--- src/verilog/dca_consts.svh ---
// Constants shared by the command/address link ends.
`ifndef DCA_CONSTS_SVH
`define DCA_CONSTS_SVH
`define DCA_ADDR_W        14
`define DCA_BANK_W        3
`define DCA_DQ_W          8
`define DCA_AUTOPRE_BIT   10
`define DCA_CHOP_BIT      12
`define DCA_NUM_BANKS     8
`define DCA_MR_W          16
`define DCA_TERM_OFF_BIT  0
`define DCA_TSTRB_EN_BIT  11
`define DCA_OTF_EN_BIT    0
`endif

--- src/verilog/dca_pkg.sv ---
// Types shared by the command/address link ends.
package dca_pkg;
  typedef enum logic [3:0] {
    dca_cmd_mrs,
    dca_cmd_ref,
    dca_cmd_pre,
    dca_cmd_act,
    dca_cmd_wr,
    dca_cmd_rd,
    dca_cmd_nop,
    dca_cmd_zq,
    dca_cmd_desel
  } dca_cmd_type;

  typedef enum logic [1:0] {
    dca_pw_active,
    dca_pw_powerdown,
    dca_pw_selfrefresh
  } dca_power_type;
endpackage

--- src/verilog/dca_link_if.sv ---
// Interface joining controller and memory command/address pins.
`include "dca_consts.svh"
interface dca_link_if;
  logic                      clock_true;
  logic                      clock_complement;
  logic                      cke;
  logic                      chip_select_n;
  logic                      row_strobe_n;
  logic                      col_strobe_n;
  logic                      write_cmd_n;
  logic [`DCA_ADDR_W-1:0]    addr;
  logic [`DCA_BANK_W-1:0]    bank_select;
  logic                      write_mask;
  logic                      termination_enable;
  logic                      termination_strobe;
  logic                      reset_n;

  modport ctrl (
    output clock_true, clock_complement, cke, chip_select_n, row_strobe_n,
    output col_strobe_n, write_cmd_n, addr, bank_select, write_mask,
    output termination_enable, reset_n,
    input  termination_strobe
  );
  modport mem (
    input  clock_true, clock_complement, cke, chip_select_n, row_strobe_n,
    input  col_strobe_n, write_cmd_n, addr, bank_select, write_mask,
    input  termination_enable, reset_n,
    output termination_strobe
  );
endinterface

--- src/verilog/dca_mem_end.sv ---
// Memory end: samples command, address and control pins and decodes them.
`include "dca_consts.svh"
module dca_mem_end (
  input  wire logic                       clk,
  input  wire logic                       srst,
  dca_link_if.mem                         link,
  input  wire logic                       write_beat,
  output logic                            cmd_valid,
  output dca_pkg::dca_cmd_type            cmd,
  output logic [`DCA_BANK_W-1:0]          cmd_bank,
  output logic [`DCA_ADDR_W-1:0]          row_addr,
  output logic [`DCA_ADDR_W-1:0]          col_addr,
  output logic                            auto_precharge_bit,
  output logic                            precharge_all,
  output logic                            burst_of_eight,
  output logic [`DCA_NUM_BANKS-1:0]       bank_open,
  output logic [`DCA_MR_W-1:0]            mode_reg_0,
  output logic [`DCA_MR_W-1:0]            mode_reg_1,
  output logic [`DCA_MR_W-1:0]            mode_reg_2,
  output logic [`DCA_MR_W-1:0]            mode_reg_3,
  output dca_pkg::dca_power_type          power_state,
  output logic                            circuits_enabled,
  output logic                            termination_on,
  output logic                            write_beat_kept,
  output logic                            strobe_clock
);
  localparam int SW = 9 + `DCA_ADDR_W + `DCA_BANK_W;
  logic [SW-1:0]               raw_pins;
  logic [SW-1:0]               pins;
  logic                        ck_s;
  logic                        ck_prev;
  logic                        next_ck_prev;
  logic                        rise;
  logic                        cke_s;
  logic                        cs_n_s;
  logic                        ras_n_s;
  logic                        cas_n_s;
  logic                        we_n_s;
  logic                        mask_s;
  logic                        term_s;
  logic                        rst_n_s;
  logic [`DCA_ADDR_W-1:0]      a_s;
  logic [`DCA_BANK_W-1:0]      ba_s;
  logic                        cke_reg;
  logic                        next_cke_reg;
  dca_pkg::dca_cmd_type        dec;
  dca_pkg::dca_cmd_type        next_cmd;
  logic                        next_cmd_valid;
  logic [`DCA_BANK_W-1:0]      next_cmd_bank;
  logic [`DCA_ADDR_W-1:0]      next_row_addr;
  logic [`DCA_ADDR_W-1:0]      next_col_addr;
  logic                        next_auto_pre;
  logic                        next_pall;
  logic                        next_eight;
  logic [`DCA_NUM_BANKS-1:0]   next_bank_open;
  logic [`DCA_MR_W-1:0]        next_mr [4];
  logic [`DCA_MR_W-1:0]        mr [4];
  dca_pkg::dca_power_type      next_power;
  logic                        next_term;
  logic                        next_kept;
  logic                        in_reset;

  // ---------------------------------------------------------------
  // Pin synchronisation.
  // ---------------------------------------------------------------
  assign raw_pins = {link.clock_true, link.cke, link.chip_select_n, link.row_strobe_n,
                     link.col_strobe_n, link.write_cmd_n, link.write_mask,
                     link.termination_enable, link.reset_n, link.addr, link.bank_select};

  dca_sync2 #(.W(SW)) dca_sync2_inst (
    .clk  (clk),
    .srst (srst),
    .d    (raw_pins),
    .q    (pins)
  );

  assign {ck_s, cke_s, cs_n_s, ras_n_s, cas_n_s, we_n_s, mask_s, term_s, rst_n_s, a_s, ba_s} = pins;
  // Complement is redundant with the true phase once synchronised.
  assign rise     = ck_s & ~ck_prev;
  assign in_reset = srst | ~rst_n_s;

  // ---------------------------------------------------------------
  // Command decode.
  // ---------------------------------------------------------------
  always_comb begin
    dec = dca_pkg::dca_cmd_desel;
    if (!cs_n_s) begin
      case ({ras_n_s, cas_n_s, we_n_s})
        3'h0:    dec = dca_pkg::dca_cmd_mrs;
        3'h1:    dec = dca_pkg::dca_cmd_ref;
        3'h2:    dec = dca_pkg::dca_cmd_pre;
        3'h3:    dec = dca_pkg::dca_cmd_act;
        3'h4:    dec = dca_pkg::dca_cmd_wr;
        3'h5:    dec = dca_pkg::dca_cmd_rd;
        3'h6:    dec = dca_pkg::dca_cmd_zq;
        default: dec = dca_pkg::dca_cmd_nop;
      endcase
    end
  end

  always_comb begin
    next_ck_prev   = ck_s;
    next_cke_reg   = cke_reg;
    next_cmd_valid = 1'b0;
    next_cmd       = cmd;
    next_cmd_bank  = cmd_bank;
    next_row_addr  = row_addr;
    next_col_addr  = col_addr;
    next_auto_pre  = auto_precharge_bit;
    next_pall      = precharge_all;
    next_eight     = burst_of_eight;
    next_bank_open = bank_open;
    next_power     = power_state;
    next_term      = termination_on;
    next_kept      = 1'b0;
    for (int i = 0; i < 4; i++) begin
      next_mr[i] = mr[i];
    end
    if (power_state == dca_pkg::dca_pw_selfrefresh) begin
      if (cke_s) begin
        next_power   = dca_pkg::dca_pw_active;
        next_cke_reg = 1'b1;
      end
      next_term = 1'b0;
    end else if (rise) begin
      next_cke_reg = cke_s;
      if (power_state == dca_pkg::dca_pw_powerdown) begin
        if (cke_s) begin
          next_power = dca_pkg::dca_pw_active;
        end
      end else if (!cke_s) begin
        if (dec == dca_pkg::dca_cmd_ref && bank_open == '0) begin
          next_power = dca_pkg::dca_pw_selfrefresh;
        end else begin
          next_power = dca_pkg::dca_pw_powerdown;
        end
      end else if (cke_reg && dec != dca_pkg::dca_cmd_desel) begin
        next_cmd_valid = 1'b1;
        next_cmd       = dec;
        next_cmd_bank  = ba_s;
        case (dec)
          dca_pkg::dca_cmd_act: begin
            next_row_addr         = a_s;
            next_bank_open[ba_s]  = 1'b1;
          end
          dca_pkg::dca_cmd_rd, dca_pkg::dca_cmd_wr: begin
            next_col_addr = a_s;
            next_col_addr[`DCA_AUTOPRE_BIT] = 1'b0;
            next_auto_pre = a_s[`DCA_AUTOPRE_BIT];
            if (mr[0][`DCA_OTF_EN_BIT]) begin
              next_eight = a_s[`DCA_CHOP_BIT];
            end else begin
              next_eight = 1'b1;
            end
            if (a_s[`DCA_AUTOPRE_BIT]) begin
              next_bank_open[ba_s] = 1'b0;
            end
          end
          dca_pkg::dca_cmd_pre: begin
            next_pall = a_s[`DCA_AUTOPRE_BIT];
            if (a_s[`DCA_AUTOPRE_BIT]) begin
              next_bank_open = '0;
            end else begin
              next_bank_open[ba_s] = 1'b0;
            end
          end
          dca_pkg::dca_cmd_mrs: begin
            next_mr[ba_s[1:0]] = `DCA_MR_W'(a_s);
          end
          default: begin
            next_cmd_valid = 1'b1;
          end
        endcase
      end
      if (power_state != dca_pkg::dca_pw_selfrefresh) begin
        next_term = term_s & ~mr[1][`DCA_TERM_OFF_BIT];
      end
    end
    if (write_beat && !mr[1][`DCA_TSTRB_EN_BIT]) begin
      next_kept = ~mask_s;
    end else if (write_beat) begin
      next_kept = 1'b1;
    end
  end

  always_ff @(posedge clk) begin
    if (in_reset) begin
      ck_prev            <= 1'b0;
      cke_reg            <= 1'b0;
      cmd_valid          <= 1'b0;
      cmd                <= dca_pkg::dca_cmd_desel;
      cmd_bank           <= '0;
      row_addr           <= '0;
      col_addr           <= '0;
      auto_precharge_bit <= 1'b0;
      precharge_all      <= 1'b0;
      burst_of_eight     <= 1'b1;
      bank_open          <= '0;
      power_state        <= dca_pkg::dca_pw_active;
      termination_on     <= 1'b0;
      write_beat_kept    <= 1'b0;
      for (int i = 0; i < 4; i++) begin
        mr[i] <= '0;
      end
    end else begin
      ck_prev            <= next_ck_prev;
      cke_reg            <= next_cke_reg;
      cmd_valid          <= next_cmd_valid;
      cmd                <= next_cmd;
      cmd_bank           <= next_cmd_bank;
      row_addr           <= next_row_addr;
      col_addr           <= next_col_addr;
      auto_precharge_bit <= next_auto_pre;
      precharge_all      <= next_pall;
      burst_of_eight     <= next_eight;
      bank_open          <= next_bank_open;
      power_state        <= next_power;
      termination_on     <= next_term;
      write_beat_kept    <= next_kept;
      for (int i = 0; i < 4; i++) begin
        mr[i] <= next_mr[i];
      end
    end
  end

  // ---------------------------------------------------------------
  // Outputs.
  // ---------------------------------------------------------------
  assign mode_reg_0       = mr[0];
  assign mode_reg_1       = mr[1];
  assign mode_reg_2       = mr[2];
  assign mode_reg_3       = mr[3];
  assign circuits_enabled = cke_reg;
  assign strobe_clock     = ck_prev;
  // Termination covers data, strobe and mask while on, or the strobe pins in strobe mode.
  assign link.termination_strobe = termination_on & mr[1][`DCA_TSTRB_EN_BIT];
endmodule

--- src/verilog/dca_sync2.sv ---
// Two flip-flop synchroniser for pins entering the clk domain.
module dca_sync2 #(
  parameter int W = 1
) (
  input  wire logic         clk,
  input  wire logic         srst,
  input  wire logic [W-1:0] d,
  output logic      [W-1:0] q
);
  logic [W-1:0] stage1;
  logic [W-1:0] next_stage1;
  logic [W-1:0] next_q;

  always_comb begin
    next_stage1 = d;
    next_q      = stage1;
  end

  always_ff @(posedge clk) begin
    if (srst) begin
      stage1 <= '0;
      q      <= '0;
    end else begin
      stage1 <= next_stage1;
      q      <= next_q;
    end
  end
endmodule
--- src/flat_wrapper.sv ---
// flat-port wrapper written by rule: the top's interface ports become plain ports
module dca_mem_end_flat 
  (clk, srst, write_beat, cmd_valid, cmd, cmd_bank, row_addr, col_addr, auto_precharge_bit, precharge_all, burst_of_eight, bank_open, mode_reg_0, mode_reg_1, mode_reg_2, mode_reg_3, power_state, circuits_enabled, termination_on, write_beat_kept, strobe_clock, link_clock_true, link_clock_complement, link_cke, link_chip_select_n, link_row_strobe_n, link_col_strobe_n, link_write_cmd_n, link_addr, link_bank_select, link_write_mask, link_termination_enable, link_reset_n, link_termination_strobe);
  dca_link_if link_i ();
  input  wire logic clk;
  input  wire logic srst;
  input  wire logic write_beat;
  output logic cmd_valid;
  output dca_pkg::dca_cmd_type cmd;
  output logic [`DCA_BANK_W-1:0] cmd_bank;
  output logic [`DCA_ADDR_W-1:0] row_addr;
  output logic [`DCA_ADDR_W-1:0] col_addr;
  output logic auto_precharge_bit;
  output logic precharge_all;
  output logic burst_of_eight;
  output logic [`DCA_NUM_BANKS-1:0] bank_open;
  output logic [`DCA_MR_W-1:0] mode_reg_0;
  output logic [`DCA_MR_W-1:0] mode_reg_1;
  output logic [`DCA_MR_W-1:0] mode_reg_2;
  output logic [`DCA_MR_W-1:0] mode_reg_3;
  output dca_pkg::dca_power_type power_state;
  output logic circuits_enabled;
  output logic termination_on;
  output logic write_beat_kept;
  output logic strobe_clock;
  input wire logic [$bits(link_i.clock_true)-1:0] link_clock_true;
  input wire logic [$bits(link_i.clock_complement)-1:0] link_clock_complement;
  input wire logic [$bits(link_i.cke)-1:0] link_cke;
  input wire logic [$bits(link_i.chip_select_n)-1:0] link_chip_select_n;
  input wire logic [$bits(link_i.row_strobe_n)-1:0] link_row_strobe_n;
  input wire logic [$bits(link_i.col_strobe_n)-1:0] link_col_strobe_n;
  input wire logic [$bits(link_i.write_cmd_n)-1:0] link_write_cmd_n;
  input wire logic [$bits(link_i.addr)-1:0] link_addr;
  input wire logic [$bits(link_i.bank_select)-1:0] link_bank_select;
  input wire logic [$bits(link_i.write_mask)-1:0] link_write_mask;
  input wire logic [$bits(link_i.termination_enable)-1:0] link_termination_enable;
  input wire logic [$bits(link_i.reset_n)-1:0] link_reset_n;
  output wire logic [$bits(link_i.termination_strobe)-1:0] link_termination_strobe;
  assign link_i.clock_true = link_clock_true;
  assign link_i.clock_complement = link_clock_complement;
  assign link_i.cke = link_cke;
  assign link_i.chip_select_n = link_chip_select_n;
  assign link_i.row_strobe_n = link_row_strobe_n;
  assign link_i.col_strobe_n = link_col_strobe_n;
  assign link_i.write_cmd_n = link_write_cmd_n;
  assign link_i.addr = link_addr;
  assign link_i.bank_select = link_bank_select;
  assign link_i.write_mask = link_write_mask;
  assign link_i.termination_enable = link_termination_enable;
  assign link_i.reset_n = link_reset_n;
  assign link_termination_strobe = link_i.termination_strobe;
  dca_mem_end u_core (.clk(clk), .srst(srst), .link(link_i), .write_beat(write_beat), .cmd_valid(cmd_valid), .cmd(cmd), .cmd_bank(cmd_bank), .row_addr(row_addr), .col_addr(col_addr), .auto_precharge_bit(auto_precharge_bit), .precharge_all(precharge_all), .burst_of_eight(burst_of_eight), .bank_open(bank_open), .mode_reg_0(mode_reg_0), .mode_reg_1(mode_reg_1), .mode_reg_2(mode_reg_2), .mode_reg_3(mode_reg_3), .power_state(power_state), .circuits_enabled(circuits_enabled), .termination_on(termination_on), .write_beat_kept(write_beat_kept), .strobe_clock(strobe_clock));
endmodule
--- config.mk ---
export PLATFORM = sky130hd
export DESIGN_NAME = dca_mem_end_flat
export DESIGN_NICKNAME = d
export VERILOG_FILES = /design/src/verilog/dca_pkg.sv /design/src/verilog/dca_link_if.sv /design/src/verilog/dca_mem_end.sv /design/src/verilog/dca_sync2.sv /design/src/flat_wrapper.sv
export VERILOG_INCLUDE_DIRS = /design/src /design/src/verilog
export SDC_FILE = /design/constraint.sdc
export NUM_CORES = 1
export LEC_CHECK = 0
export BUFFER_PORTS_ARGS = -buffer_cell sky130_fd_sc_hd__buf_2
export CAP_MARGIN = 20
export CORE_UTILIZATION = 47
export CTS_CLUSTER_DIAMETER = 60
export CTS_CLUSTER_SIZE = 14
export DETAILED_ROUTE_END_ITERATION = 8
export PLACE_DENSITY_LB_ADDON = 0.1
export SLEW_MARGIN = 20
export SYNTH_ARGS = -nofsm -noshare
export SYNTH_HDL_FRONTEND = slang
export SYNTH_HIERARCHICAL = 1
export SYNTH_SLANG_ARGS = --single-unit
--- constraint.sdc ---
create_clock -name clk -period 2.09 [get_ports clk]
set_clock_uncertainty 0.2 [all_clocks]
set_input_delay 0.3135 -clock clk [delete_from_list [all_inputs] [get_ports clk]]
set_output_delay 0.3135 -clock clk [all_outputs]
set_load 0.01 [all_outputs]
==> impl_metrics.tcl <==
set metrics [dict create \
    outcome "complete, but fails checks" \
    violations "design-rule violations" \
    async_flop_share 0 \
    final.setup.worst_slack_ps 113 \
    avgSynthCellArea_sq_um 9.76 \
    yosys_most_used_dff "dfxtp_1" \
    clk_path_buf_depth 2 \
    layout-drive-gt1-share 0.260 \
    cts_tree "built" \
    cts_num_sinks 160 \
    synth_edf_count 0 \
    routed.top_layer "met4" \
    drt_iter0_markers 260 \
    finalCriticalPeriod_ps 1980 \
    setup_viol 0 \
    numCtsBuffers 17 \
    utilization 0.644 \
    syn-cell-area_sq_um 5670 \
    io_pins 148 \
    hold_violations 0 \
    grt_overflow 0 \
    layout_common_cells "dfxtp_1, buf_2, nand2_1, nor2_1, mux2i_1" \
    coreArea_sq_um 11600 \
    die_h_um 112 \
    gr-usage-all-layers 0.224 \
    clkLatencyLatePin_ps 420 \
    ff2ff_path_depth 7 \
    vias 4389 \
    arrival_ps 2070 \
    synth_cell_types 38 \
    pre_cts_slack_ps 98.2 \
    relSlewSlack 0.597 \
    grt_start_max_net_pins 85 \
    leakagePower_uw 0.00332 \
    dieArea_sq_um 12500 \
    tightestPinTransition_ps 601 \
    hpwl_mm 9.06 \
    slew_violations 0 \
    rsz0062_at_grt "false" \
    drc 8 \
    syn_inst 581 \
    wl_met3_um 883 \
    crit_required_ps 2180 \
    timing.fmax_mhz 506 \
    end_kind "flip-flop" \
    antenna_found_initial 0 \
    drt-met1-wl_mm 6.25 \
    crit_end "u_core/mr[0][38]" \
    viasPerCell 4.87 \
    gp_congestion 0.760 \
    synth-seq-cells 160 \
    critPathLaunch "u_core/power_state[0]" \
    hp-class "input port to flip-flop" \
    post_cts.repair.setup_buffers 0 \
    h-tree-depth 4 \
    crit_fanout 14 \
    grt_pass1_wl_mm 21.4 \
    firstDrtPassIters 8 \
    final_common_cell "dfxtp_1" \
    fillCellCount 957 \
    criticalPathCategory "flip-flop to flip-flop" \
    wl_mm 13.4 \
    start_util 0.490 \
    power_per_cell_area_nw_per_um2 861 \
    whs_ps 110 \
    area_growth_pct 31.3 \
    wl_met2_mm 6.03 \
    nets 777 \
    port_buffers 137 \
    rows 39 \
    synth_seq_area_share 0.565 \
    ant_nets 0 \
    timing.rr.start "u_core/power_state[0]" \
    cts-root-buf "clkbuf_16" \
    wl_per_cell_um 14.8 \
    timing.rr.end "u_core/mr[0][38]" \
    startpoint_type "flip-flop" \
    dieWidth_um 112 \
    fin_tns_setup_ps 0 \
    reg2reg_slack_ps 110 \
    maxCapViolations 0 \
    antenna_cells 0 \
    grt_pass1_vias 4077 \
    yosysWarnings 6 \
    path_clk_slew_ps 60 \
    peakVddDrop_mv 0.583 \
    final.period_utilization 0.946 \
]
==> repair_timing <==
item,CTS,global route
hold buffers,27,0
hold endpoints to repair,27,0
endpoints found under the setup margin,0,8
gates resized for setup,0,2
==> cells by family after synthesis <==
group	after synthesis	share of synthesized area
AO/OA/AOI/OAI	64	0.0660
XOR/XNOR	2	0.00309
adder cells (fa/ha/maj)	2	0.00441
buffers and inverters	51	0.0461
flip-flops	160	0.565
multiplexers	57	0.101
other	1	0.000661
AND/OR/NAND/NOR	244	0.214
==> metrics by stage <==
stage	instance area (sq um)	total power [uW]	std cells
after floorplan	5740	3310	589
after global placement	6570	3360	842
after detailed placement	6570	3370	842
after CTS	7440	6470	901
after global routing	7450	6630	901
final	7450	6410	901
==> worst max-delay path, cell delays in order, from the launching register on <==
cell	delay, ps
dfxtp_2	350
inv_1	100
ha_4	290
and3_1	270
nand4_1	190
buf_12	230
mux2i_1	150
nor2_1	70
==> sequential cells by signal (all words and copies together), names as in the netlist <==
name / cells
u_core/cmd_bank: 3
u_core/dca_sync2_inst/next_q: 26
u_core/bank_open: 8
u_core/mr: 56
u_core/power_state: 2
u_core/write_beat_kept: 1
u_core/termination_on: 1
u_core/circuits_enabled: 1
u_core/row_addr: 14
u_core/strobe_clock: 1
u_core/burst_of_eight: 1
u_core/dca_sync2_inst/q: 26
u_core/cmd: 4
u_core/precharge_all: 1
u_core/col_addr: 13
u_core/cmd_valid: 1
u_core/auto_precharge_bit: 1
==> worst min path at each step <==
stage                                             endpoint                             start  depth (start not counted)
after floorplan           u_core/dca_sync2_inst/next_q[25]                              srst                          1
after global placement         u_core/dca_sync2_inst/q[13]  u_core/dca_sync2_inst/next_q[13]                          1
after detailed placement       u_core/dca_sync2_inst/q[19]  u_core/dca_sync2_inst/next_q[19]                          1
after CTS                                    u_core/cmd[3]                              srst                          4
after global routing                         u_core/cmd[3]                              srst                          4
final                                        u_core/cmd[3]                              srst                          4
==> cells in the mapped netlist, types with 3 or more instances <==
master      n  area [sq um]
o22a_1      8          70.1
nand2b_1    6          37.5
buf_2      11          55.1
mux2i_1    57           571
buf_6       3          33.8
nor2b_1    55           344
nor3b_1     5          37.5
nand2_1    73           274
nand4_1     6          37.5
o21ai_0     4          20.0
buf_4       9          67.6
clkbuf_1   21          78.8
inv_1       6          22.5
dfxtp_1   160          3200
a21oi_1    42           210
nor4_1      6          37.5
nor2_1     68           255
nor3_1     12          60.1
==> metal layers <==
metal | GRT usage | vias to the layer above
li1 | - | 2226
met2 | 0.347 | 149
met4 | 0.0838 | 0
met1 | 0.304 | 1997
met5 | 0 | -
met3 | 0.0517 | 17
==> power by group <==
part           total, uW  internal (uW)  switching [uW]  leakage (uW)
sequential          3140           3100            45.2       0.00130
combinational        197            104            93.0       0.00173
clock               3070           1860            1210      0.000290
==> layout make-up <==
cell class	instances	area [sq um]	area share
clock inverter	11	129	0.0173
tap	143	179	0.0240
clock buffer	21	470	0.0632
multi-input combinational	378	2270	0.305
sequential	160	3200	0.430
timing repair buffer	182	1170	0.157
inverter	6	22.5	0.00302
Note: power is estimated with default switching activity, not from simulation.
